`src/include/oled_cmd_pkg.sv`:
```
package oled_cmd_pkg;

  // ---------------------------------------------------------------
  // Opcode patterns and masks
  // ---------------------------------------------------------------
  // Horizontal scroll setup, bit 0 is the direction.
  localparam logic [7:0] op_hscroll_base = 8'h26;
  localparam logic [7:0] op_hscroll_mask = 8'hfe;
  // Scroll mode, bits 1:0 carry the mode.
  localparam logic [7:0] op_mode_base = 8'h28;
  localparam logic [7:0] op_mode_mask = 8'hfc;
  // Scroll deactivate and activate, bit 0 is the enable.
  localparam logic [7:0] op_act_base = 8'h2e;
  localparam logic [7:0] op_act_mask = 8'hfe;
  // Pump voltage, bits 1:0 carry the level.
  localparam logic [7:0] op_pump_base = 8'h30;
  localparam logic [7:0] op_pump_mask = 8'hfc;
  // Display start line, bits 5:0 carry the line.
  localparam logic [7:0] op_line_base = 8'h40;
  localparam logic [7:0] op_line_mask = 8'hc0;
  // Contrast mode opcode, followed by one data byte.
  localparam logic [7:0] op_contrast = 8'h81;

  // ---------------------------------------------------------------
  // Reset values
  // ---------------------------------------------------------------
  localparam logic [2:0] rst_start_page = 3'h0;
  localparam logic [2:0] rst_interval = 3'h0;
  localparam logic [2:0] rst_end_page = 3'h7;
  localparam logic [1:0] rst_pump = 2'h2;
  localparam logic [5:0] rst_start_line = 6'h00;
  localparam logic [7:0] rst_contrast = 8'h80;
  localparam logic [2:0] hscroll_params = 3'h3;

  // ---------------------------------------------------------------
  // Types
  // ---------------------------------------------------------------
  typedef enum logic [1:0] {
    mode_continuous,
    mode_single,
    mode_one_column
  } scroll_mode_t;

  // Frames per scroll step for the 3-bit interval code.
  function automatic logic [7:0] interval_frames(input logic [2:0] code);
    case (code)
      3'h0: interval_frames = 8'h06;
      3'h1: interval_frames = 8'h20;
      3'h2: interval_frames = 8'h40;
      3'h3: interval_frames = 8'h80;
      3'h4: interval_frames = 8'h03;
      3'h5: interval_frames = 8'h04;
      3'h6: interval_frames = 8'h05;
      default: interval_frames = 8'h02;
    endcase
  endfunction

  // True when a byte matches an opcode family.
  function automatic logic op_match(input logic [7:0] b, input logic [7:0] base,
                                    input logic [7:0] mask);
    op_match = ((b & mask) == base);
  endfunction

endpackage

```
`src/include/oled_cmd_if.sv`:
```
`timescale 1ns/100ps
// Write strobe with a byte and the command/data select level.
interface oled_cmd_if;
  logic wr_stb;
  logic [7:0] wr_byte;
  logic cmd_data_select;

  modport host (output wr_stb, output wr_byte, output cmd_data_select);
  modport device (input wr_stb, input wr_byte, input cmd_data_select);
endinterface

```
`src/design/oled_scroll_contrast_cmd_decoder.sv`:
```
`timescale 1ns/100ps
// Summary of operation
// - Scroll setup is opcode plus three parameter bytes.
// - First parameter bits 2:0 give start page.
// - Second parameter bits 2:0 select frame interval.
// - Third parameter bits 2:0 give end page.
// - Host deactivates scroll before scroll setup.
// - Mode opcode: 00 continuous, 01 single, 1x column.
// - Column mode shifts one column per activate.
// - Activate opcode bit 0 starts or stops scroll.
// - Host activates only after all setup.
// - Host leaves setup alone while scrolling.
// - Deactivate returns image to unscrolled position.
// - Pump opcode bits 1:0 select pump voltage.
// - Start line opcode sets top row line.
// - Following rows ascend from the start line.
// - Contrast is opcode then eight-bit value.
// - Byte after contrast opcode is data only.
// - Contrast resets to 80h, advised idle value.
// - Decode only when select pin is low.
// - Start line resets to zero.
module oled_scroll_contrast_cmd_decoder #(
  parameter int unsigned cols = 128
) (
  // Clock and reset.
  input wire logic clock,
  input wire logic nrst,
  // Command byte port from the host.
  oled_cmd_if.device bus,
  // Frame timing from the display timing logic.
  input wire logic frame_tick,
  // Row being scanned, used to map memory lines.
  input wire logic [5:0] row_index,
  // Decoded settings to the display logic.
  output logic scroll_left,
  output logic [2:0] start_page,
  output logic [2:0] end_page,
  output logic [2:0] interval_code,
  output oled_cmd_pkg::scroll_mode_t scroll_mode,
  output logic scroll_active,
  output logic [6:0] scroll_offset,
  output logic scroll_step,
  output logic [1:0] pump_level,
  output logic [5:0] start_line,
  output logic [5:0] mem_line,
  output logic [7:0] contrast,
  output logic busy_param
);

  // Offsets are seven bits wide, so wider screens cannot be counted.
  if (cols < 2 || cols > 128) begin : g_bad_cols
    $error("cols must lie in 2..128");
  end

  // ---------------------------------------------------------------
  // Decoder state
  // ---------------------------------------------------------------
  typedef enum logic [1:0] {st_idle, st_hscroll, st_contrast} dec_state_t;

  dec_state_t state_ff, nxt_state; // What the next byte means.
  logic [2:0] left_ff, nxt_left; // Parameter bytes still expected.
  logic dir_ff, nxt_dir; // Scroll direction.
  logic [2:0] spage_ff, nxt_spage; // Start page.
  logic [2:0] ivl_ff, nxt_ivl; // Interval code.
  logic [2:0] epage_ff, nxt_epage; // End page.
  oled_cmd_pkg::scroll_mode_t mode_ff, nxt_mode; // Scroll mode.
  logic act_ff, nxt_act; // Scroll motion enabled.
  logic col_req_ff, nxt_col_req; // One-column shift pending.
  logic [1:0] pump_ff, nxt_pump; // Pump voltage code.
  logic [5:0] line_ff, nxt_line; // Display start line.
  logic [7:0] con_ff, nxt_con; // Contrast value.
  logic cmd_wr; // A byte written as command.

  // ---------------------------------------------------------------
  // Byte decode
  // ---------------------------------------------------------------
  // Writes with the select pin high are display data and ignored here.
  assign cmd_wr = bus.wr_stb && !bus.cmd_data_select;

  // Opcodes are recognised only in idle; parameter bytes never decode.
  always_comb begin
    nxt_state = state_ff;
    nxt_left = left_ff;
    nxt_dir = dir_ff;
    nxt_spage = spage_ff;
    nxt_ivl = ivl_ff;
    nxt_epage = epage_ff;
    nxt_mode = mode_ff;
    nxt_act = act_ff;
    nxt_col_req = 1'b0;
    nxt_pump = pump_ff;
    nxt_line = line_ff;
    nxt_con = con_ff;
    if (cmd_wr) begin
      case (state_ff)
        st_hscroll: begin
          // Bits 7:3 of every parameter byte are don't care.
          case (left_ff)
            3'h3: nxt_spage = bus.wr_byte[2:0];
            3'h2: nxt_ivl = bus.wr_byte[2:0];
            default: nxt_epage = bus.wr_byte[2:0];
          endcase
          nxt_left = left_ff - 3'h1;
          if (left_ff == 3'h1) begin
            nxt_state = st_idle;
          end
        end
        st_contrast: begin
          // Whatever the value, this byte is data and ends the mode.
          nxt_con = bus.wr_byte;
          nxt_state = st_idle;
        end
        default: begin
          if (oled_cmd_pkg::op_match(bus.wr_byte, oled_cmd_pkg::op_hscroll_base,
                                     oled_cmd_pkg::op_hscroll_mask)) begin
            nxt_dir = bus.wr_byte[0];
            nxt_left = oled_cmd_pkg::hscroll_params;
            nxt_state = st_hscroll;
          end else if (oled_cmd_pkg::op_match(bus.wr_byte, oled_cmd_pkg::op_mode_base,
                                              oled_cmd_pkg::op_mode_mask)) begin
            if (bus.wr_byte[1]) begin
              nxt_mode = oled_cmd_pkg::mode_one_column;
            end else if (bus.wr_byte[0]) begin
              nxt_mode = oled_cmd_pkg::mode_single;
            end else begin
              nxt_mode = oled_cmd_pkg::mode_continuous;
            end
          end else if (oled_cmd_pkg::op_match(bus.wr_byte, oled_cmd_pkg::op_act_base,
                                              oled_cmd_pkg::op_act_mask)) begin
            nxt_act = bus.wr_byte[0];
            // In column mode each activate asks for exactly one shift.
            nxt_col_req = bus.wr_byte[0] && (mode_ff == oled_cmd_pkg::mode_one_column);
          end else if (oled_cmd_pkg::op_match(bus.wr_byte, oled_cmd_pkg::op_pump_base,
                                              oled_cmd_pkg::op_pump_mask)) begin
            nxt_pump = bus.wr_byte[1:0];
          end else if (oled_cmd_pkg::op_match(bus.wr_byte, oled_cmd_pkg::op_line_base,
                                              oled_cmd_pkg::op_line_mask)) begin
            nxt_line = bus.wr_byte[5:0];
          end else if (bus.wr_byte == oled_cmd_pkg::op_contrast) begin
            nxt_state = st_contrast;
          end
        end
      endcase
    end
  end

  // Registers of the decoder; reset gives the power-on settings.
  always_ff @(posedge clock or negedge nrst) begin
    if (!nrst) begin
      state_ff <= st_idle;
      left_ff <= 3'h0;
      dir_ff <= 1'b0;
      spage_ff <= oled_cmd_pkg::rst_start_page;
      ivl_ff <= oled_cmd_pkg::rst_interval;
      epage_ff <= oled_cmd_pkg::rst_end_page;
      mode_ff <= oled_cmd_pkg::mode_continuous;
      act_ff <= 1'b0;
      col_req_ff <= 1'b0;
      pump_ff <= oled_cmd_pkg::rst_pump;
      line_ff <= oled_cmd_pkg::rst_start_line;
      con_ff <= oled_cmd_pkg::rst_contrast;
    end else begin
      state_ff <= nxt_state;
      left_ff <= nxt_left;
      dir_ff <= nxt_dir;
      spage_ff <= nxt_spage;
      ivl_ff <= nxt_ivl;
      epage_ff <= nxt_epage;
      mode_ff <= nxt_mode;
      act_ff <= nxt_act;
      col_req_ff <= nxt_col_req;
      pump_ff <= nxt_pump;
      line_ff <= nxt_line;
      con_ff <= nxt_con;
    end
  end

  // ---------------------------------------------------------------
  // Scroll engine
  // ---------------------------------------------------------------
  logic [7:0] frame_cnt_ff, nxt_frame_cnt; // Frames since last step.
  logic [6:0] offset_ff, nxt_offset; // Current column offset.
  logic step_ff, nxt_step; // One-cycle step strobe.
  logic done_ff, nxt_done; // Single screen pass finished.
  logic [6:0] last_col; // Highest offset value.

  assign last_col = 7'(cols - 1);

  // Continuous mode wraps forever, single screen stops after a full pass,
  // column mode moves once per activate and ignores the frame count.
  always_comb begin
    nxt_frame_cnt = frame_cnt_ff;
    nxt_offset = offset_ff;
    nxt_step = 1'b0;
    nxt_done = done_ff;
    if (!act_ff) begin
      // Stopping scroll snaps the picture back home.
      nxt_offset = 7'h00;
      nxt_frame_cnt = 8'h00;
      nxt_done = 1'b0;
    end else if (mode_ff == oled_cmd_pkg::mode_one_column) begin
      if (col_req_ff) begin
        nxt_step = 1'b1;
        nxt_offset = (offset_ff == last_col) ? 7'h00 : offset_ff + 7'h01;
      end
    end else if (frame_tick && !done_ff) begin
      if (frame_cnt_ff + 8'h01 >= oled_cmd_pkg::interval_frames(ivl_ff)) begin
        nxt_frame_cnt = 8'h00;
        nxt_step = 1'b1;
        nxt_offset = (offset_ff == last_col) ? 7'h00 : offset_ff + 7'h01;
        nxt_done = (mode_ff == oled_cmd_pkg::mode_single) && (offset_ff == last_col);
      end else begin
        nxt_frame_cnt = frame_cnt_ff + 8'h01;
      end
    end
  end

  // Registers of the scroll engine.
  always_ff @(posedge clock or negedge nrst) begin
    if (!nrst) begin
      frame_cnt_ff <= 8'h00;
      offset_ff <= 7'h00;
      step_ff <= 1'b0;
      done_ff <= 1'b0;
    end else begin
      frame_cnt_ff <= nxt_frame_cnt;
      offset_ff <= nxt_offset;
      step_ff <= nxt_step;
      done_ff <= nxt_done;
    end
  end

  // ---------------------------------------------------------------
  // Outputs
  // ---------------------------------------------------------------
  assign scroll_left = dir_ff;
  assign start_page = spage_ff;
  assign end_page = epage_ff;
  assign interval_code = ivl_ff;
  assign scroll_mode = mode_ff;
  assign scroll_active = act_ff;
  assign scroll_offset = offset_ff;
  assign scroll_step = step_ff;
  assign pump_level = pump_ff;
  assign start_line = line_ff;
  // Six-bit wrap gives ascending lines from the start line.
  assign mem_line = line_ff + row_index;
  assign contrast = con_ff;
  assign busy_param = (state_ff != st_idle);

endmodule

```
`src/flat_wrapper.sv`:
```
// flat-port wrapper written by rule: the top's interface ports become plain ports
module oled_scroll_contrast_cmd_decoder_flat 
#(
  parameter int unsigned cols = 128
)
  (clock, nrst, frame_tick, row_index, scroll_left, start_page, end_page, interval_code, scroll_mode, scroll_active, scroll_offset, scroll_step, pump_level, start_line, mem_line, contrast, busy_param, bus_wr_stb, bus_wr_byte, bus_cmd_data_select);
  oled_cmd_if bus_i ();
  input wire logic clock;
  input wire logic nrst;
  input wire logic frame_tick;
  input wire logic [5:0] row_index;
  output logic scroll_left;
  output logic [2:0] start_page;
  output logic [2:0] end_page;
  output logic [2:0] interval_code;
  output oled_cmd_pkg::scroll_mode_t scroll_mode;
  output logic scroll_active;
  output logic [6:0] scroll_offset;
  output logic scroll_step;
  output logic [1:0] pump_level;
  output logic [5:0] start_line;
  output logic [5:0] mem_line;
  output logic [7:0] contrast;
  output logic busy_param;
  input wire logic [$bits(bus_i.wr_stb)-1:0] bus_wr_stb;
  input wire logic [$bits(bus_i.wr_byte)-1:0] bus_wr_byte;
  input wire logic [$bits(bus_i.cmd_data_select)-1:0] bus_cmd_data_select;
  assign bus_i.wr_stb = bus_wr_stb;
  assign bus_i.wr_byte = bus_wr_byte;
  assign bus_i.cmd_data_select = bus_cmd_data_select;
  oled_scroll_contrast_cmd_decoder #(.cols(cols)) u_core (.clock(clock), .nrst(nrst), .bus(bus_i), .frame_tick(frame_tick), .row_index(row_index), .scroll_left(scroll_left), .start_page(start_page), .end_page(end_page), .interval_code(interval_code), .scroll_mode(scroll_mode), .scroll_active(scroll_active), .scroll_offset(scroll_offset), .scroll_step(scroll_step), .pump_level(pump_level), .start_line(start_line), .mem_line(mem_line), .contrast(contrast), .busy_param(busy_param));
endmodule
```
`config.mk`:
```
export PLATFORM = sky130hd
export DESIGN_NAME = oled_scroll_contrast_cmd_decoder_flat
export DESIGN_NICKNAME = d
export VERILOG_FILES = /design/src/include/oled_cmd_pkg.sv /design/src/include/oled_cmd_if.sv /design/src/design/oled_scroll_contrast_cmd_decoder.sv /design/src/flat_wrapper.sv
export SDC_FILE = /design/constraint.sdc
export NUM_CORES = 1
export LEC_CHECK = 0
export BUFFER_PORTS_ARGS = -buffer_cell sky130_fd_sc_hd__buf_2
export CAP_MARGIN = 20
export CORE_ASPECT_RATIO = 1.5
export CORE_MARGIN = 2
export CORE_UTILIZATION = 45
export CTS_CLUSTER_DIAMETER = 60
export DETAILED_ROUTE_END_ITERATION = 16
export PLACE_DENSITY_LB_ADDON = 0.3
export SLEW_MARGIN = 5
export SYNTH_ARGS = -nofsm -noshare
export SYNTH_HDL_FRONTEND = slang
export SYNTH_SLANG_ARGS = --single-unit
```
`constraint.sdc`:
```
create_clock -name clock -period 3.5 [get_ports clock]
set_input_delay 0.35 -clock clock [delete_from_list [all_inputs] [get_ports clock]]
set_output_delay 0.35 -clock clock [all_outputs]
set_load 0.02 [all_outputs]
```
==> flow_metrics.py, run 1 <==
metrics = {
    "routing": {
        "vias_per_cell": 5.46,
        "drtAntennaViolNets": 0,
        "remaining_drc_errors": 0,
        "drtPass1Iterations": 4,
        "routed_wl_um": 6790,
        "vias": 2441,
        "drtIter0Drc": 174,
        "drt-wirelength-per-cell_um": 15.2,
    },
    "timing": {
        "setup_viol": 0,
        "slew_viol_final": 0,
        "post-route-period-util_pct": 80.9,
        "tns_ns": 0,
        "timing.fmax_mhz": 353,
        "period_needed_ns": 2.83,
        "tightest_slew_ns": 0.800,
        "rsz0062_at_grt": "no",
        "hold_violations": 0,
        "slew_headroom_pct": 46.7,
        "clock_skew_ns": 0.0134,
    },
    "place": {
        "port-buffer-count": 62,
        "dpl.hpwl_um": 5150,
        "place_congestion": 0.921,
    },
    "clocking": {
        "cts_tree": "yes",
        "hold_buffers": 0,
        "root_buffer": "clkbuf_8",
        "clkSinkCount": 52,
        "htree_num_levels": 2,
        "numCtsBuffers": 5,
        "clkLatencyLatePin_ns": 0.31,
        "cts_resized": 0,
        "clockBufferDepth": 2,
        "cts_setup_buffers": 0,
        "clk_pin_slew_ns": 0.10,
    },
    "die": {
        "core_um2": 6530,
        "fp.dieH_um": 105,
        "start_util_pct": 46.8,
        "die_area_um2": 7480,
        "rows": 36,
        "pin_count": 63,
        "fp.dieW_um": 71.3,
    },
    "synthesis": {
        "synth_nets": 345,
        "yosysWarnings": 0,
        "syn_inst": 305,
        "synth_edf_count": 0,
        "postSynthAreaPerCell_um2": 10.0,
        "synth-main-ff-cell": "dfrtp_1",
        "synth_cell_type_count": 47,
        "synthTopCellsByCount": "dfrtp_1 (47), nand2_1 (31), mux2_2 (27)",
        "netlist_top_cells_area": "dfrtp_1 (39%), mux2_2 (10%), ha_1 (8.2%)",
        "syn_area_um2": 3050,
        "async_flop_share_pct": 100,
        "ys_seq_area_share_pct": 42.8,
        "synth_area_leader_cell": "dfrtp_1",
        "yosysMostFrequentCell": "dfrtp_1",
        "ys_ff_latch": 52,
        "netlist.area_leader.share_pct": 38.5,
    },
    "setup_path": {
        "cp.required_ns": 3.73,
        "cp.arrival_ns": 3.06,
        "r2r-start": "u_core.frame_cnt_ff[0]",
        "cp_max_fo": 6,
        "worstSetupEndpointType": "register",
        "regToRegSetupSlack_ns": 0.67,
        "reg2regPathDepth": 9,
        "criticalPathCategory": "reg -> reg",
        "r2r-end": "u_core.scroll_offset[5]",
        "start_kind": "register",
    },
    "grt": {
        "track_usage_pct": 19.3,
        "grt_pass1_vias": 2519,
        "gr-total-overflow": 0,
        "grt_max_degree": 37,
        "antenna_found_initial": 0,
        "grt_pass1_wl_um": 11600,
    },
    "finish": {
        "drive_gt1_share_pct": 29.1,
        "antennaDiodeCount": 0,
        "area_growth_pct": 17.2,
        "fin_nets": 410,
    },
    "power_and_ir_drop": {
        "power_density_nw_per_um2": 709,
        "p_total_mw": 2.54,
        "ir_worst_vdd_uv": 505,
        "p_leak_nw": 1.76,
    },
    "run": {
        "max_cap_viol_count": 0,
    },
    "worst_hold_path": {
        "hold_class": "in -> async",
    },
    "run_status": {
        "status": "finished, final reports clean",
    },
}
## logic make-up after synthesis
family          after synthesis  share of synthesized area, %
flops                        52                          42.8
fa+ha+maj                    21                          8.85
mux                          32                          11.8
simple gates                103                          17.3
buf+inv                      20                          2.46
xor+xnor                      9                          2.58
compound gates               68                          14.3
## where the power goes
part / leakage (nW) / internal [mW] / switching (mW)
clock network: 0.0654 / 0.286 / 0.200
logic: 1.03 / 0.449 / 0.700
registers: 0.663 / 0.778 / 0.127
total: 1.76 / 1.51 / 1.03
## flip-flops by register name, summed over array words and instances, names as in the netlist, 3 cells and up
name / count
u_core.contrast: 8
u_core.end_page: 3
u_core.frame_cnt_ff: 8
u_core.interval_code: 3
u_core.left_ff: 3
u_core.scroll_offset: 7
u_core.start_line: 6
u_core.start_page: 3
## layout make-up
class                   count  area, um2
repair buffers             63        318
clock inverters             2       60.1
clock buffers               6       72.6
fillers                   582       2950
flip-flops and latches     52       1310
multi-input cells         233       1670
inverters                  15       56.3
well taps                  76       95.1
## layer usage
layer / part of all wire [%] / GRT usage, % / vias up
li1: - / - / 1212
met1: 40 / 21.3 / 1175
met2: 56 / 36.4 / 45
met3: 3.0 / 3.57 / 9
met4: 1.5 / 5.53 / 0
met5: 0 / 0 / -
## worst max-delay path, stage by stage, from the launching register on
cell and delay (ns):
dfrtp_1 0.47, nand3_2 0.19, nor3_1 0.25, xor2_1 0.22, ha_1 0.30, a211oi_1 0.21, nand2_1 0.13, o21ai_0 0.55
a21oi_1 0.19, a211oi_2 0.24
## how the worst max path moves through the flow
stage                           startpoint                      end  slack (ns)  cells after the start
floorplan           u_core.frame_cnt_ff[4]  u_core.scroll_offset[3]         1.0                     10
global placement    u_core.frame_cnt_ff[2]  u_core.scroll_offset[3]        0.75                      9
detailed placement  u_core.frame_cnt_ff[0]  u_core.scroll_offset[5]        0.70                      9
CTS                 u_core.frame_cnt_ff[0]  u_core.scroll_offset[5]        0.69                      9
global route        u_core.frame_cnt_ff[0]  u_core.scroll_offset[5]        0.41                     10
finish              u_core.frame_cnt_ff[0]  u_core.scroll_offset[5]        0.67                      9
## per-stage QoR
step                hold slack, ns  instances  area, um2  util [%]  worst slack (ns)
detailed placement           0.478        439       3450      52.8             0.704
floorplan                   0.0544        305       3050         -             0.999
global route                 0.200        447       3580      54.8             0.408
finish                       0.119        447       3580      54.8             0.669
CTS                          0.148        447       3580      54.8             0.693
global placement             0.465        439       3450      52.8             0.746
## cell usage in the layout (no fill, tap or decap), types with 3 or more instances in the layout
| master | synthesis | final |
|---|---|---|
| nor3b_1 | 3 | 3 |
| mux2_2 | 27 | 27 |
| xnor2_1 | 4 | 4 |
| nor3_1 | 5 | 5 |
| dfrtp_1 | 47 | 47 |
| ha_1 | 20 | 20 |
| clkbuf_8 | 0 | 5 |
| dfstp_2 | 5 | 5 |
| nor2_1 | 17 | 17 |
| nand3_1 | 9 | 9 |
| nor2b_1 | 9 | 9 |
| buf_2 | 0 | 62 |
| inv_1 | 15 | 15 |
| and3_1 | 7 | 7 |
| a21oi_1 | 21 | 21 |
| xor2_1 | 5 | 5 |
| o21a_1 | 4 | 4 |
| nand2b_1 | 9 | 9 |
| o21ai_0 | 14 | 14 |
| mux2i_1 | 4 | 4 |
| nand2_1 | 31 | 31 |
| o21ai_1 | 5 | 5 |
| a21o_1 | 4 | 4 |
| o211ai_1 | 4 | 4 |
No activity file was read; power rests on OpenSTA's default activity.
==> run 2: changes to the inputs <==
==> constraint.sdc (replaced) <==
create_clock -name clock -period 2.9 [get_ports clock]
set_input_delay 0.29 -clock clock [delete_from_list [all_inputs] [get_ports clock]]
set_output_delay 0.29 -clock clock [all_outputs]
set_load 0.02 [all_outputs]
==> run 2 against run 1 <==
First-iteration DRC count is 27% lower. Utilization hardly changed. Non-clock buffer count is 5 higher. Via count is 4.1% higher. Total power is 16% higher. Clock skew is 0.0060 ns lower. Sequential share of layout area hardly changed. Critical path depth is 2 higher. Critical path type unchanged.
==> flow_metrics.py, run 2 (same netlist as run 1, synthesis figures left out) <==
metrics = {
    "run_status": {
        "status": "finished, final reports clean",
    },
    "setup_path": {
        "criticalPathCategory": "reg -> reg",
        "reg2regPathDepth": 11,
        "critPathMaxStageDelay_ns": 0.43,
        "cp.arrival_ns": 2.84,
        "cp_max_fo": 6,
        "worstSetupEndpointType": "register",
        "cp.required_ns": 3.12,
        "start_kind": "register",
        "crit_path_top_delay_cell": "dfrtp_2",
        "worstPathCellList": "ha_2 > nand3_1 > nor2_1 > xor2_1 > ha_1 > o211a_1 > o211ai_1 > buf_4 > o31ai_4 > o21ai_1 > a211oi_2",
    },
    "timing": {
        "post-route-period-util_pct": 90.4,
        "period_needed_ns": 2.62,
        "hold_violations": 0,
        "timing.fmax_mhz": 382,
        "slew_viol_final": 0,
        "tightest_slew_ns": 0.642,
        "slew_headroom_pct": 57.2,
        "hold_ws_ns": 0.00679,
        "rsz0062_at_grt": "no",
        "clock_skew_ns": 0.00739,
        "fin_ws_ns": 0.279,
        "tns_ns": 0,
        "setup_viol": 0,
    },
    "die": {
        "die_area_um2": 7480,
        "fp.dieW_um": 71.3,
        "core_um2": 6530,
        "pin_count": 63,
        "rows": 36,
        "fp.dieH_um": 105,
        "start_util_pct": 46.8,
    },
    "place": {
        "dpl.hpwl_um": 5300,
        "dp_cells": 443,
        "pre_cts_ws_ns": 0.102,
        "port-buffer-count": 62,
        "place_congestion": 0.942,
        "placed_area_um2": 3480,
    },
    "grt": {
        "grt_max_degree": 28,
        "grt_pass1_vias": 2564,
        "track_usage_pct": 19.2,
        "antenna_found_initial": 0,
        "gr-total-overflow": 0,
        "grt_pass1_wl_um": 11700,
    },
    "routing": {
        "drt-wirelength-per-cell_um": 15.4,
        "routed_wl_um": 6950,
        "drtPass1Iterations": 4,
        "remaining_drc_errors": 0,
        "vias": 2541,
        "drtAntennaViolNets": 0,
        "vias_per_cell": 5.62,
        "drtIter0Drc": 127,
    },
    "clocking": {
        "clk_pin_slew_ns": 0.09,
        "clockBufferDepth": 2,
        "clkSinkCount": 52,
        "cts_tree": "yes",
        "hold_buffers": 0,
        "clkLatencyLatePin_ns": 0.30,
        "numCtsBuffers": 5,
        "htree_num_levels": 2,
        "root_buffer": "clkbuf_8",
    },
    "power_and_ir_drop": {
        "p_leak_nw": 1.76,
        "ir_worst_vdd_uv": 627,
        "power_density_nw_per_um2": 819,
    },
    "finish": {
        "final_area_um2": 3580,
        "instances_no_fill": 452,
        "area_growth_pct": 17.3,
        "fin_nets": 415,
        "drive_gt1_share_pct": 30.3,
        "layout_commonest_cell": "buf_2",
        "layout_common_cells": "buf_2 (62), dfrtp_1 (46), nand2_1 (31), mux2_2 (27), a21oi_1 (21)",
        "fillCellCount": 598,
        "antennaDiodeCount": 0,
    },
    "run": {
        "max_cap_viol_count": 0,
    },
    "worst_hold_path": {
        "hold_class": "in -> async",
    },
}
## run 2: area by class of cell
type	count	area, um2	area share (%)
repair buffers	68	355	9.92
clock buffers	7	76.3	2.13
well taps	76	95.1	2.65
flip-flops and latches	52	1310	36.5
inverters	15	56.3	1.57
clock inverters	1	8.76	0.244
multi-input cells	233	1680	47.0
## run 2: critical path, delay by kind of cell (launching register included)
kind	cells	cell delay (ns)
xor gates and xnor gates	1	0.10
adders and majority gates	2	0.56
AOI/OAI and AO/OA	5	0.97
and+or+nand+nor	2	0.30
buffers and inverters	1	0.17
DFF	1	0.43
## run 2: timing repair
item | CTS | global route
endpoints found under the setup margin | 0 | 7
setup buffers | 0 | 1
gates resized for setup | 0 | 4
## run 2: path summary, 6_finish.rpt
| check | start | end | slack [ns] |
|---|---|---|---|
| worst max-delay path | u_core.frame_cnt_ff[0] | u_core.scroll_offset[5] | 0.28 |
| worst min-delay path | nrst | u_core.start_line[1] | 0.007 |
| worst max register to register | u_core.frame_cnt_ff[0] | u_core.scroll_offset[5] | 0.28 |
| worst min register to register | u_core.contrast[3] | u_core.contrast[3] | 0.50 |
| max in group asynchronous | nrst | u_core.contrast[7] | 2.06 |
| min in group clock | bus_wr_byte[6] | u_core.contrast[6] | 0.28 |
## run 2: through the flow
step | utilization, % | power, mW
after floorplan | - | 2.05
after global placement | 53.3 | 2.49
after detailed placement | 53.3 | 2.53
after CTS | 54.6 | 2.95
after global routing | 54.9 | 3.15
final | 54.9 | 2.94
## run 2: per-layer routing
layer / global-route usage [%] / routed length, um / vias up / share of wire (%)
met4: 5.80 / 103 / 0 / 1.5
met2: 35.3 / 3830 / 52 / 55
met1: 22.4 / 2800 / 1251 / 40
met5: 0 / 0 / - / 0
met3: 2.99 / 212 / 12 / 3.1
li1: - / - / 1226 / -
## run 2: where the power goes
group,leakage (nW),total [mW],switching (mW),internal [mW]
clock,0.0424,0.410,0.237,0.173
combinational,1.06,1.43,0.858,0.577
sequential,0.661,1.09,0.153,0.938
total,1.76,2.94,1.25,1.69
